<file path="config.mk">
export PLATFORM = sky130hd
export DESIGN_NAME = charger_safety_limit_regs
export DESIGN_NICKNAME = d
export VERILOG_FILES = /design/src/common/charger_limit_pkg.sv /design/src/verilog/ceiling_clamp.sv /design/src/verilog/charger_safety_limit_regs.sv /design/src/verilog/linear_decode.sv
export VERILOG_INCLUDE_DIRS = /design/src /design/src/common
export SDC_FILE = /design/constraint.sdc
export NUM_CORES = 1
export LEC_CHECK = 0
export BUFFER_PORTS_ARGS = -buffer_cell sky130_fd_sc_hd__clkbuf_2
export CORE_MARGIN = 2
export CORE_UTILIZATION = 53
export CTS_BUF_LIST = sky130_fd_sc_hd__clkbuf_16
export CTS_CLUSTER_SIZE = 40
export DETAILED_ROUTE_END_ITERATION = 6
export MAX_ROUTING_LAYER = met4
export PLACE_DENSITY = 0.78
export SLEW_MARGIN = 20
export SYNTH_ARGS = -nofsm -noshare
export SYNTH_HDL_FRONTEND = slang
export SYNTH_HIERARCHICAL = 1
export SYNTH_SLANG_ARGS = --single-unit
export TNS_END_PERCENT = 5
</file>
<file path="constraint.sdc">
create_clock -name clk_sys_i -period 6.1 [get_ports clk_sys_i]
set_clock_uncertainty 0.15 [all_clocks]
set_input_delay 0.915 -clock clk_sys_i [delete_from_list [all_inputs] [get_ports clk_sys_i]]
set_output_delay 0.915 -clock clk_sys_i [all_outputs]
set_load 0.01 [all_outputs]
</file>
<file path="src/common/charger_limit_params.svh">
`ifndef CHARGER_LIMIT_PARAMS_SVH
`define CHARGER_LIMIT_PARAMS_SVH

// ----------------------------------------------------------------------------
// Register offsets
// ----------------------------------------------------------------------------
`define CSL_ADDR_SPECIAL          8'h05
`define CSL_ADDR_CEILING          8'h06

// ----------------------------------------------------------------------------
// Reset values
// ----------------------------------------------------------------------------
// The live status bits 4 and 3 are not stored, so they are zero here.
`define CSL_SPECIAL_RST           8'h24
`define CSL_CEILING_RST           8'h40

// ----------------------------------------------------------------------------
// Field positions
// ----------------------------------------------------------------------------
`define CSL_REDUCED_BIT           5
`define CSL_LIMIT_STATUS_BIT      4
`define CSL_DISABLE_PIN_BIT       3
`define CSL_SPECIAL_CODE_MSB      2
`define CSL_SPECIAL_CODE_LSB      0
`define CSL_MAX_CHARGE_MSB        7
`define CSL_MAX_CHARGE_LSB        4
`define CSL_MAX_REG_MSB           3
`define CSL_MAX_REG_LSB           0

// ----------------------------------------------------------------------------
// Decode constants; voltages in mV, thresholds in units of 0.1 mV
// ----------------------------------------------------------------------------
`define CSL_SPECIAL_BASE_MV       13'h1068
`define CSL_SPECIAL_STEP_MV       13'h0050
`define CSL_CEIL_REG_BASE_MV      13'h1068
`define CSL_REG_STEP_MV           13'h0014
`define CSL_REG_BASE_MV           13'h0dac
`define CSL_CHARGE_BASE_DMV       11'h176
`define CSL_CHARGE_STEP_DMV       11'h044
`define CSL_REDUCED_CHARGE_DMV    11'h0dd
`define CSL_TERM_BASE_DMV         11'h022
`define CSL_TERM_STEP_DMV         11'h022

// ----------------------------------------------------------------------------
// Ceiling limits in code steps
// ----------------------------------------------------------------------------
`define CSL_MAX_REG_CODE_LIMIT    4'hc
`define CSL_MAX_CHARGE_CODE_LIMIT 4'ha
`define CSL_CEIL_IN_REG_CODE_BASE 6'h23

`endif

</file>
<file path="src/common/charger_limit_pkg.sv">
package charger_limit_pkg;

    typedef logic [7:0]  reg_byte_t;
    typedef logic [12:0] millivolt_t;
    typedef logic [10:0] tenth_mv_t;

    typedef enum logic {
        LIMITS_OPEN,
        LIMITS_LOCKED
    } limit_lock_e;

endpackage : charger_limit_pkg

</file>
<file path="src/verilog/ceiling_clamp.sv">
`timescale 1ns/1ps

// ----------------------------------------------------------------------------
// Passes the requested code unless it is above the ceiling
// ----------------------------------------------------------------------------
module ceiling_clamp #(
    parameter int W = 4
) (
    input  wire logic [W-1:0] request_i,
    input  wire logic [W-1:0] ceiling_i,
    output logic      [W-1:0] granted_o,
    output logic              clipped_o
);

    assign clipped_o = (request_i > ceiling_i);
    assign granted_o = clipped_o ? ceiling_i : request_i;

endmodule : ceiling_clamp

</file>
<file path="src/verilog/charger_safety_limit_regs.sv">
`timescale 1ns/1ps
`include "charger_limit_params.svh"

// Overview of operation
// - Reduced-charge select bit picks 22.1 mV or the fast-charge code; resets to one.
// - Register 05 bit 4 reads input power limiting state; writes ignored.
// - Register 05 bit 3 reads the charge-disable pin level.
// - Register 05 bits 2..0 are a writable voltage code, reset 100.
// - Special source voltage is 4.2 V plus 80 mV per step; reset 4.52 V.
// - Register 06 bits 7..4 hold maximum charge current code, reset 0100.
// - Maximum charge threshold is 37.4 mV plus code; reset 64.6, top 105.4.
// - Register 06 bits 3..0 hold maximum regulation voltage code, reset zero.
// - Maximum regulation voltage is 4.2 V plus code, top 4.44 V.
// - Register 06 resets only on sense short or the low safety clear pin.
// - Register 06 is writable until any other register is written.
// - Regulation and fast-charge codes are limited to the register 06 ceilings.
// - Host writes register 06 first, else the default ceilings are locked.
// - Termination threshold is 3.4 mV plus 3.4 mV per code step.
// - Fast-charge threshold is 37.4 mV plus 6.8 mV per code step.
// - Regulation code decodes as 3.5 V plus 20 mV per step.
module charger_safety_limit_regs (
    input  wire logic                          clk_sys_i,
    input  wire logic                          rst_b_i,
    input  wire logic                          safety_clear_n_i,
    input  wire logic                          sense_output_short_i,
    input  wire logic                          reg_wr_i,
    input  wire logic                          reg_rd_i,
    input  wire logic [7:0]                    reg_addr_i,
    input  wire logic [7:0]                    reg_wdata_i,
    input  wire logic                          input_power_limiting_i,
    input  wire logic                          charge_disable_pin_i,
    input  wire logic [5:0]                    regulation_code_req_i,
    input  wire logic [3:0]                    fast_charge_code_req_i,
    input  wire logic [2:0]                    termination_threshold_code_i,
    output logic      [7:0]                    reg_rdata_o,
    output logic                               reg_rvalid_o,
    output logic                               safety_locked_o,
    output logic                               reduced_charge_select_o,
    output logic      [2:0]                    special_source_voltage_code_o,
    output logic      [3:0]                    max_charge_current_code_o,
    output logic      [3:0]                    max_regulation_voltage_code_o,
    output logic      [5:0]                    regulation_code_o,
    output logic      [3:0]                    fast_charge_code_o,
    output logic                               regulation_clipped_o,
    output logic                               fast_charge_clipped_o,
    output charger_limit_pkg::millivolt_t      special_source_voltage_mv_o,
    output charger_limit_pkg::millivolt_t      max_regulation_voltage_mv_o,
    output charger_limit_pkg::millivolt_t      regulation_voltage_mv_o,
    output charger_limit_pkg::tenth_mv_t       max_charge_threshold_dmv_o,
    output charger_limit_pkg::tenth_mv_t       charge_threshold_dmv_o,
    output charger_limit_pkg::tenth_mv_t       termination_threshold_dmv_o
);

    // ------------------------------------------------------------------------
    // Register storage and write decode
    // ------------------------------------------------------------------------
    charger_limit_pkg::reg_byte_t   special_reg;
    charger_limit_pkg::reg_byte_t   ceiling_reg;
    charger_limit_pkg::limit_lock_e lock_state;

    logic wr_special;
    logic wr_ceiling;
    logic wr_other;

    assign wr_special = reg_wr_i && (reg_addr_i == `CSL_ADDR_SPECIAL);
    assign wr_ceiling = reg_wr_i && (reg_addr_i == `CSL_ADDR_CEILING);
    assign wr_other   = reg_wr_i && (reg_addr_i != `CSL_ADDR_CEILING);

    // The general reset loads the reset value into this byte; status bits are never stored.
    always_ff @(posedge clk_sys_i or negedge rst_b_i) begin
        if (!rst_b_i) begin
            special_reg <= `CSL_SPECIAL_RST;
        end else if (wr_special) begin
            special_reg <= reg_wdata_i & ~((8'h01 << `CSL_LIMIT_STATUS_BIT)
                                          | (8'h01 << `CSL_DISABLE_PIN_BIT));
        end
    end

    // ------------------------------------------------------------------------
    // Safety ceiling register
    // ------------------------------------------------------------------------
    // Only the clear pin and a shorted sense output reach this byte; the
    // general reset deliberately does not, so a processor reset cannot reopen
    // the ceilings. At power up the clear pin or the short must be seen once.
    always_ff @(posedge clk_sys_i or negedge safety_clear_n_i) begin
        if (!safety_clear_n_i) begin
            ceiling_reg <= `CSL_CEILING_RST;
        end else if (sense_output_short_i) begin
            ceiling_reg <= `CSL_CEILING_RST;
        end else if (wr_ceiling && (lock_state == charger_limit_pkg::LIMITS_OPEN)) begin
            ceiling_reg <= reg_wdata_i;
        end
    end

    // A write elsewhere in the same cycle as a short still locks: the set
    // wins, and the ceilings it locks are the defaults loaded by the short.
    always_ff @(posedge clk_sys_i or negedge safety_clear_n_i) begin
        if (!safety_clear_n_i) begin
            lock_state <= charger_limit_pkg::LIMITS_OPEN;
        end else begin
            case (lock_state)
                charger_limit_pkg::LIMITS_OPEN: begin
                    if (wr_other) begin
                        lock_state <= charger_limit_pkg::LIMITS_LOCKED;
                    end
                end
                charger_limit_pkg::LIMITS_LOCKED: begin
                    if (sense_output_short_i && !wr_other) begin
                        lock_state <= charger_limit_pkg::LIMITS_OPEN;
                    end
                end
                default: begin
                    lock_state <= charger_limit_pkg::LIMITS_LOCKED;
                end
            endcase
        end
    end

    assign safety_locked_o = (lock_state == charger_limit_pkg::LIMITS_LOCKED);

    // ------------------------------------------------------------------------
    // Read path
    // ------------------------------------------------------------------------
    // Status bits are sampled in the read cycle itself, so a read shows the
    // pin and the limiting state as they stood one edge before rvalid.
    charger_limit_pkg::reg_byte_t next_rdata;

    always_comb begin
        next_rdata = 8'h00;
        if (reg_addr_i == `CSL_ADDR_SPECIAL) begin
            next_rdata                        = special_reg;
            next_rdata[`CSL_LIMIT_STATUS_BIT] = input_power_limiting_i;
            next_rdata[`CSL_DISABLE_PIN_BIT]  = charge_disable_pin_i;
        end else if (reg_addr_i == `CSL_ADDR_CEILING) begin
            next_rdata = ceiling_reg;
        end
    end

    always_ff @(posedge clk_sys_i or negedge rst_b_i) begin
        if (!rst_b_i) begin
            reg_rdata_o  <= 8'h00;
            reg_rvalid_o <= 1'b0;
        end else begin
            reg_rvalid_o <= reg_rd_i;
            if (reg_rd_i) begin
                reg_rdata_o <= next_rdata;
            end
        end
    end

    // ------------------------------------------------------------------------
    // Field views
    // ------------------------------------------------------------------------
    logic [2:0] special_code;
    logic [3:0] max_charge_code;
    logic [3:0] max_reg_code;

    assign special_code    = special_reg[`CSL_SPECIAL_CODE_MSB:`CSL_SPECIAL_CODE_LSB];
    assign max_charge_code = ceiling_reg[`CSL_MAX_CHARGE_MSB:`CSL_MAX_CHARGE_LSB];
    assign max_reg_code    = ceiling_reg[`CSL_MAX_REG_MSB:`CSL_MAX_REG_LSB];

    assign reduced_charge_select_o       = special_reg[`CSL_REDUCED_BIT];
    assign special_source_voltage_code_o = special_code;
    assign max_charge_current_code_o     = max_charge_code;
    assign max_regulation_voltage_code_o = max_reg_code;

    // ------------------------------------------------------------------------
    // Ceiling saturation and limiting
    // ------------------------------------------------------------------------
    // Codes above the largest selectable ceiling behave as the largest one.
    logic [3:0] sat_max_charge;
    logic [3:0] sat_max_reg;
    logic [5:0] ceil_in_reg_code;
    logic [5:0] next_regulation_code;
    logic [3:0] next_fast_code;
    logic       next_reg_clip;
    logic       next_fast_clip;

    ceiling_clamp #(.W(4)) u_sat_charge (
        .request_i (max_charge_code),
        .ceiling_i (`CSL_MAX_CHARGE_CODE_LIMIT),
        .granted_o (sat_max_charge),
        .clipped_o ()
    );

    ceiling_clamp #(.W(4)) u_sat_reg (
        .request_i (max_reg_code),
        .ceiling_i (`CSL_MAX_REG_CODE_LIMIT),
        .granted_o (sat_max_reg),
        .clipped_o ()
    );

    // The ceiling starts 700 mV above the regulation base, 35 steps of 20 mV.
    assign ceil_in_reg_code = `CSL_CEIL_IN_REG_CODE_BASE + {2'b00, sat_max_reg};

    ceiling_clamp #(.W(6)) u_clamp_reg (
        .request_i (regulation_code_req_i),
        .ceiling_i (ceil_in_reg_code),
        .granted_o (next_regulation_code),
        .clipped_o (next_reg_clip)
    );

    // Fast-charge and ceiling codes share base and weights, so codes compare.
    ceiling_clamp #(.W(4)) u_clamp_fast (
        .request_i (fast_charge_code_req_i),
        .ceiling_i (sat_max_charge),
        .granted_o (next_fast_code),
        .clipped_o (next_fast_clip)
    );

    // ------------------------------------------------------------------------
    // Decoders
    // ------------------------------------------------------------------------
    charger_limit_pkg::millivolt_t next_special_mv;
    charger_limit_pkg::millivolt_t next_max_reg_mv;
    charger_limit_pkg::millivolt_t next_reg_mv;
    charger_limit_pkg::tenth_mv_t  next_max_charge_dmv;
    charger_limit_pkg::tenth_mv_t  next_fast_dmv;
    charger_limit_pkg::tenth_mv_t  next_charge_dmv;
    charger_limit_pkg::tenth_mv_t  next_term_dmv;

    linear_decode #(
        .CODE_W (3),
        .OUT_W  (13),
        .BASE   (`CSL_SPECIAL_BASE_MV),
        .STEP   (`CSL_SPECIAL_STEP_MV)
    ) u_dec_special (
        .code_i  (special_code),
        .value_o (next_special_mv)
    );

    linear_decode #(
        .CODE_W (4),
        .OUT_W  (13),
        .BASE   (`CSL_CEIL_REG_BASE_MV),
        .STEP   (`CSL_REG_STEP_MV)
    ) u_dec_max_reg (
        .code_i  (sat_max_reg),
        .value_o (next_max_reg_mv)
    );

    linear_decode #(
        .CODE_W (6),
        .OUT_W  (13),
        .BASE   (`CSL_REG_BASE_MV),
        .STEP   (`CSL_REG_STEP_MV)
    ) u_dec_reg (
        .code_i  (next_regulation_code),
        .value_o (next_reg_mv)
    );

    linear_decode #(
        .CODE_W (4),
        .OUT_W  (11),
        .BASE   (`CSL_CHARGE_BASE_DMV),
        .STEP   (`CSL_CHARGE_STEP_DMV)
    ) u_dec_max_charge (
        .code_i  (sat_max_charge),
        .value_o (next_max_charge_dmv)
    );

    linear_decode #(
        .CODE_W (4),
        .OUT_W  (11),
        .BASE   (`CSL_CHARGE_BASE_DMV),
        .STEP   (`CSL_CHARGE_STEP_DMV)
    ) u_dec_fast (
        .code_i  (next_fast_code),
        .value_o (next_fast_dmv)
    );

    linear_decode #(
        .CODE_W (3),
        .OUT_W  (11),
        .BASE   (`CSL_TERM_BASE_DMV),
        .STEP   (`CSL_TERM_STEP_DMV)
    ) u_dec_term (
        .code_i  (termination_threshold_code_i),
        .value_o (next_term_dmv)
    );

    // The reduced level bypasses the ceiling: it is always below the lowest one.
    assign next_charge_dmv = reduced_charge_select_o ? `CSL_REDUCED_CHARGE_DMV
                                                     : next_fast_dmv;

    // ------------------------------------------------------------------------
    // Registered outputs
    // ------------------------------------------------------------------------
    // One cycle of latency keeps every analog-facing value glitch free.
    always_ff @(posedge clk_sys_i or negedge rst_b_i) begin
        if (!rst_b_i) begin
            regulation_code_o           <= 6'h00;
            fast_charge_code_o          <= 4'h0;
            regulation_clipped_o        <= 1'b0;
            fast_charge_clipped_o       <= 1'b0;
            special_source_voltage_mv_o <= 13'h0000;
            max_regulation_voltage_mv_o <= 13'h0000;
            regulation_voltage_mv_o     <= 13'h0000;
            max_charge_threshold_dmv_o  <= 11'h000;
            charge_threshold_dmv_o      <= 11'h000;
            termination_threshold_dmv_o <= 11'h000;
        end else begin
            regulation_code_o           <= next_regulation_code;
            fast_charge_code_o          <= next_fast_code;
            regulation_clipped_o        <= next_reg_clip;
            fast_charge_clipped_o       <= next_fast_clip;
            special_source_voltage_mv_o <= next_special_mv;
            max_regulation_voltage_mv_o <= next_max_reg_mv;
            regulation_voltage_mv_o     <= next_reg_mv;
            max_charge_threshold_dmv_o  <= next_max_charge_dmv;
            charge_threshold_dmv_o      <= next_charge_dmv;
            termination_threshold_dmv_o <= next_term_dmv;
        end
    end

endmodule : charger_safety_limit_regs

</file>
<file path="src/verilog/linear_decode.sv">
`timescale 1ns/1ps

// ----------------------------------------------------------------------------
// Binary-weighted code to physical value: base plus code times the LSB step
// ----------------------------------------------------------------------------
module linear_decode #(
    parameter int CODE_W = 4,
    parameter int OUT_W  = 11,
    parameter int BASE   = 0,
    parameter int STEP   = 1
) (
    input  wire logic [CODE_W-1:0] code_i,
    output logic      [OUT_W-1:0]  value_o
);

    logic [31:0] full;

    // Every weight is twice the next one, so a single step times the code covers it.
    assign full    = 32'(BASE) + 32'(code_i) * 32'(STEP);
    assign value_o = full[OUT_W-1:0];

endmodule : linear_decode
</file>
==> results.md <==
* Status: complete, no violations
* Port Buffers at 142
* Hold Crit Class: in -> async
* Worst slew pin tran at 0.971 ns
* Core area at 9680 sq um
* Area Overhead vs Synth at 19.3%
* Simple-Gate Fraction of Synth Area at 0.0824
* Tcrit/Tclk final at 0.892
* Die height at 103 microns
* Adder-Cell Fraction of Synth Area at 0.112
* Rows at 36
* Post-synth ARST share at 1.00
* Final WL at 9.94 mm
* CP endpoint kind: register
* CTS Hold Bufs at 0
* Syn Area/Cell at 12.5 sq um
* Avg WL per Cell at 14.2 microns
* Die W at 103 microns
* Final Max Tran Viols at 0
* Mapped cell area at 5230 sq um
* Arrival @ worst endpoint at 5.52 ns
* # setup viols final at 0
* DP Worst Slack at 0.731 ns
* Yosys warnings at 6
* Vias in the first global route at 3345
* Cells along the critical path: ha_1 -> nor2b_1 -> o211ai_2 -> a21oi_4 -> mux2_2 -> inv_1 -> ha_1 -> xnor2_1 -> inv_1 -> ha_1 -> nand4_2 -> o21ai_2 -> mux2_2 -> ha_1 -> ha_1 -> inv_1 -> fa_1 -> nand2b_1 -> a21oi_1 -> xor2_1 -> o31ai_1 -> and2_1
* Synth top area share at 0.503
* Antenna violations before repair at 0
* Crit-path max cell delay at 0.44 ns
* Final min period at 5.44 ns
* Initial Utilization at 0.540
* Setup repair bufs after CTS at 0
* F_max at 0.184 GHz
* Synth Register Bits at 108
* I/O pin cnt at 143
* Root buf cell: clkbuf_16
* CP Launch Type: register
* Fin nets at 646
* Clock share of power at 0.321
* RSZ-0062 raised after global routing: false
* Power per Cell Area at 273 nW/um^2
* PnR worst setup slack at 0.656 ns
* Routability cong. at 0.879
* Max-cap viol count at 0
* Largest net degree at the start of global routing at 62
* Bufs on Longest Clock Path at 2
* First-pass GRT wire length at 15.8 mm
* Area contributors post-synth: dfrtp_1 50%, ha_1 10%, mux2_2 5.2%, buf_4 4.2%, inv_1 3.5%
* Synth Flop Type: dfrtp_1
* Yosys top cell by area: dfrtp_1
* TritonCTS clock tree: done
* Post-route cell area at 6230 sq um
* DR vias/cell at 4.84
* Biggest regs: max_regulation_voltage_mv_o: 13 flops, regulation_voltage_mv_o: 13 flops, special_source_voltage_mv_o: 13 flops
* Clk slew on worst S/H paths at 0.08 ns
* CTS resizes at 0
* CP dominant cell by count: ha_1
* Netlist cell types at 52
* LEAKAGE at 0.00332 uW
* DRT iter0 DRCs at 115
* Global route overflow at 0
* Post-DRT Antenna Nets at 0
* Dpl hpwl at 7.60 mm
* DRC at 0
* Gr usage total at 0.200
* Pre-Repair DR Iteration Count at 4
* Sw frac at 0.282
* Synth Area in Compound Gates at 0.0972
* Post-DP Area at 5950 sq um
* Final hold viol count at 0
* Diode count at 0
* Pint at 1220 uW
* Largest family of logic cells by synthesized area: adder cells
* Post-synth EDFFs at 0
* Post-Syn Instances at 419
* Clock Sinks at 108
* Xor/xnor share of the synthesized area at 0.0433
* TritonCTS buffer count at 9
* Htree depth at 3
* Clk_lat worst skew at 0.34 ns
* Max VDD drop at 0.162 mV
* Die area at 10700 sq um
* Power share of the combinational group at 0.202
* Sw Pwr at 480 uW
* Seq/Total Area, Yosys at 0.518
* Multiplexer area fraction after synthesis at 0.0536
* Final setup TNS at 0 ns
* Seq pwr share at 0.477
* Max FO, Critical Path at 7
* Slew headroom at 0.350
* Via count at 3400
* Worst Path Required at 6.18 ns
* Slowest cell on the critical path: dfrtp_1
* CP Class: reg -> reg
* Share of cells above drive strength 1 at 0.390
-- worst max-delay path: cells and delay by family (launching register included) --
kind / cells / cell delay [ns]
flip-flops: 1 / 0.44
adder cells (fa/ha/maj): 6 / 1.64
AO/OA/AOI/OAI: 5 / 0.92
multiplexers: 2 / 0.85
AND/OR/NAND/NOR: 4 / 0.65
buffers and inverters: 3 / 0.23
XOR/XNOR: 2 / 0.46
-- through the flow --
| stage | hold WS, ns | util | power [uW] | std cells |
|---|---|---|---|---|
| after global placement | 0.329 | 0.614 | 1160 | 686 |
| after floorplan | 0.323 | - | 1050 | 445 |
| after detailed placement | 0.329 | 0.614 | 1180 | 686 |
| after global routing | 0.287 | 0.644 | 1810 | 702 |
| final | 0.293 | 0.644 | 1700 | 702 |
| after CTS | 0.282 | 0.644 | 1730 | 702 |
-- layout make-up --
| type | count | area [sq um] |
|---|---|---|
| clock buffers | 9 | 225 |
| well taps | 133 | 166 |
| multi-input cells | 253 | 2170 |
| flip-flops and latches | 108 | 2710 |
| inverters | 49 | 184 |
| clock inverters | 7 | 58.8 |
| repair buffers | 143 | 721 |
| fillers | 777 | 3450 |
-- cell families after synthesis --
kind of cell    count (synthesis)
compound gates                 59
xor+xnor                       25
fa+ha+maj                      45
buf+inv                        84
flops                         108
mux                            25
other cells                    12
simple gates                   61
-- cells in the mapped netlist (2+ instances only) --
cell / n
ha_1: 42
a221o_1: 8
nor3_2: 5
o21ai_0: 4
o211ai_2: 3
buf_2: 3
o22ai_1: 3
buf_6: 2
dfstp_2: 3
nor2b_1: 18
mux2_2: 24
inv_1: 49
fa_1: 3
a21oi_4: 5
buf_4: 29
nand2b_1: 3
a22o_1: 8
a21oi_1: 11
dfrtp_1: 105
conb_1: 12
xnor2_1: 19
a21oi_2: 2
nand2_1: 8
and4_1: 2
o31a_2: 2
nor2_1: 5
xor2_1: 5
or2_2: 6
a211o_1: 2
and4_2: 3
o21ai_2: 3
nand4_2: 2
-- power by group through the flow --
stage               combinational [uW]  sequential, uW  clock, uW
floorplan                          189             863          0
global placement                   338             824          0
detailed placement                 348             828          0
CTS                                350             814        564
global route                       390             820        596
finish                             345             813        546
-- final timing paths --
path                                       startpoint                                       end  slack (ns)  depth (start not counted)
min                                  safety_clear_n_i                ceiling_reg[4]$_DFFE_PN0P_        0.29                          1
min reg2reg                special_reg[0]$_DFFE_PN0P_  special_source_voltage_mv_o[4]$_DFF_PN0_        0.34                          0
min in group clk_sys_i     special_reg[0]$_DFFE_PN0P_  special_source_voltage_mv_o[4]$_DFF_PN0_        0.34                          0
max                        ceiling_reg[1]$_DFFE_PN0P_     regulation_voltage_mv_o[11]$_DFF_PN0_        0.66                         22
max in group asynchronous                     rst_b_i  max_regulation_voltage_mv_o[2]$_DFF_PN0_        4.32                          2
max reg2reg                ceiling_reg[1]$_DFFE_PN0P_     regulation_voltage_mv_o[11]$_DFF_PN0_        0.66                         22
-- cells in the final DEF, fill, tap and decap left out, drive strengths merged, types with 4 or more instances in the layout --
cell type  netlist  routed
a21oi           18      18
a221o            8       8
a22o             8       8
and4             5       5
clkbuf           1     150
clkinv           0       4
conb            12      38
dfrtp          105     105
ha              42      42
inv             49      52
mux2            24      24
nand2            8       8
nand2b           4       4
nor2             5       5
nor2b           18      18
nor3             6       6
o21ai            7       7
or2              6       6
xnor2           20      20
xor2             5       5
-- layer usage --
metal | part of all wire | GRT usage | up-vias
met4 | 0.0074 | 0.0547 | 0
met2 | 0.52 | 0.339 | 106
li1 | - | - | 1628
met1 | 0.42 | 0.240 | 1659
met3 | 0.060 | 0.0497 | 7
met5 | 0 | - | -
Note: power is estimated with default switching activity, not from simulation.
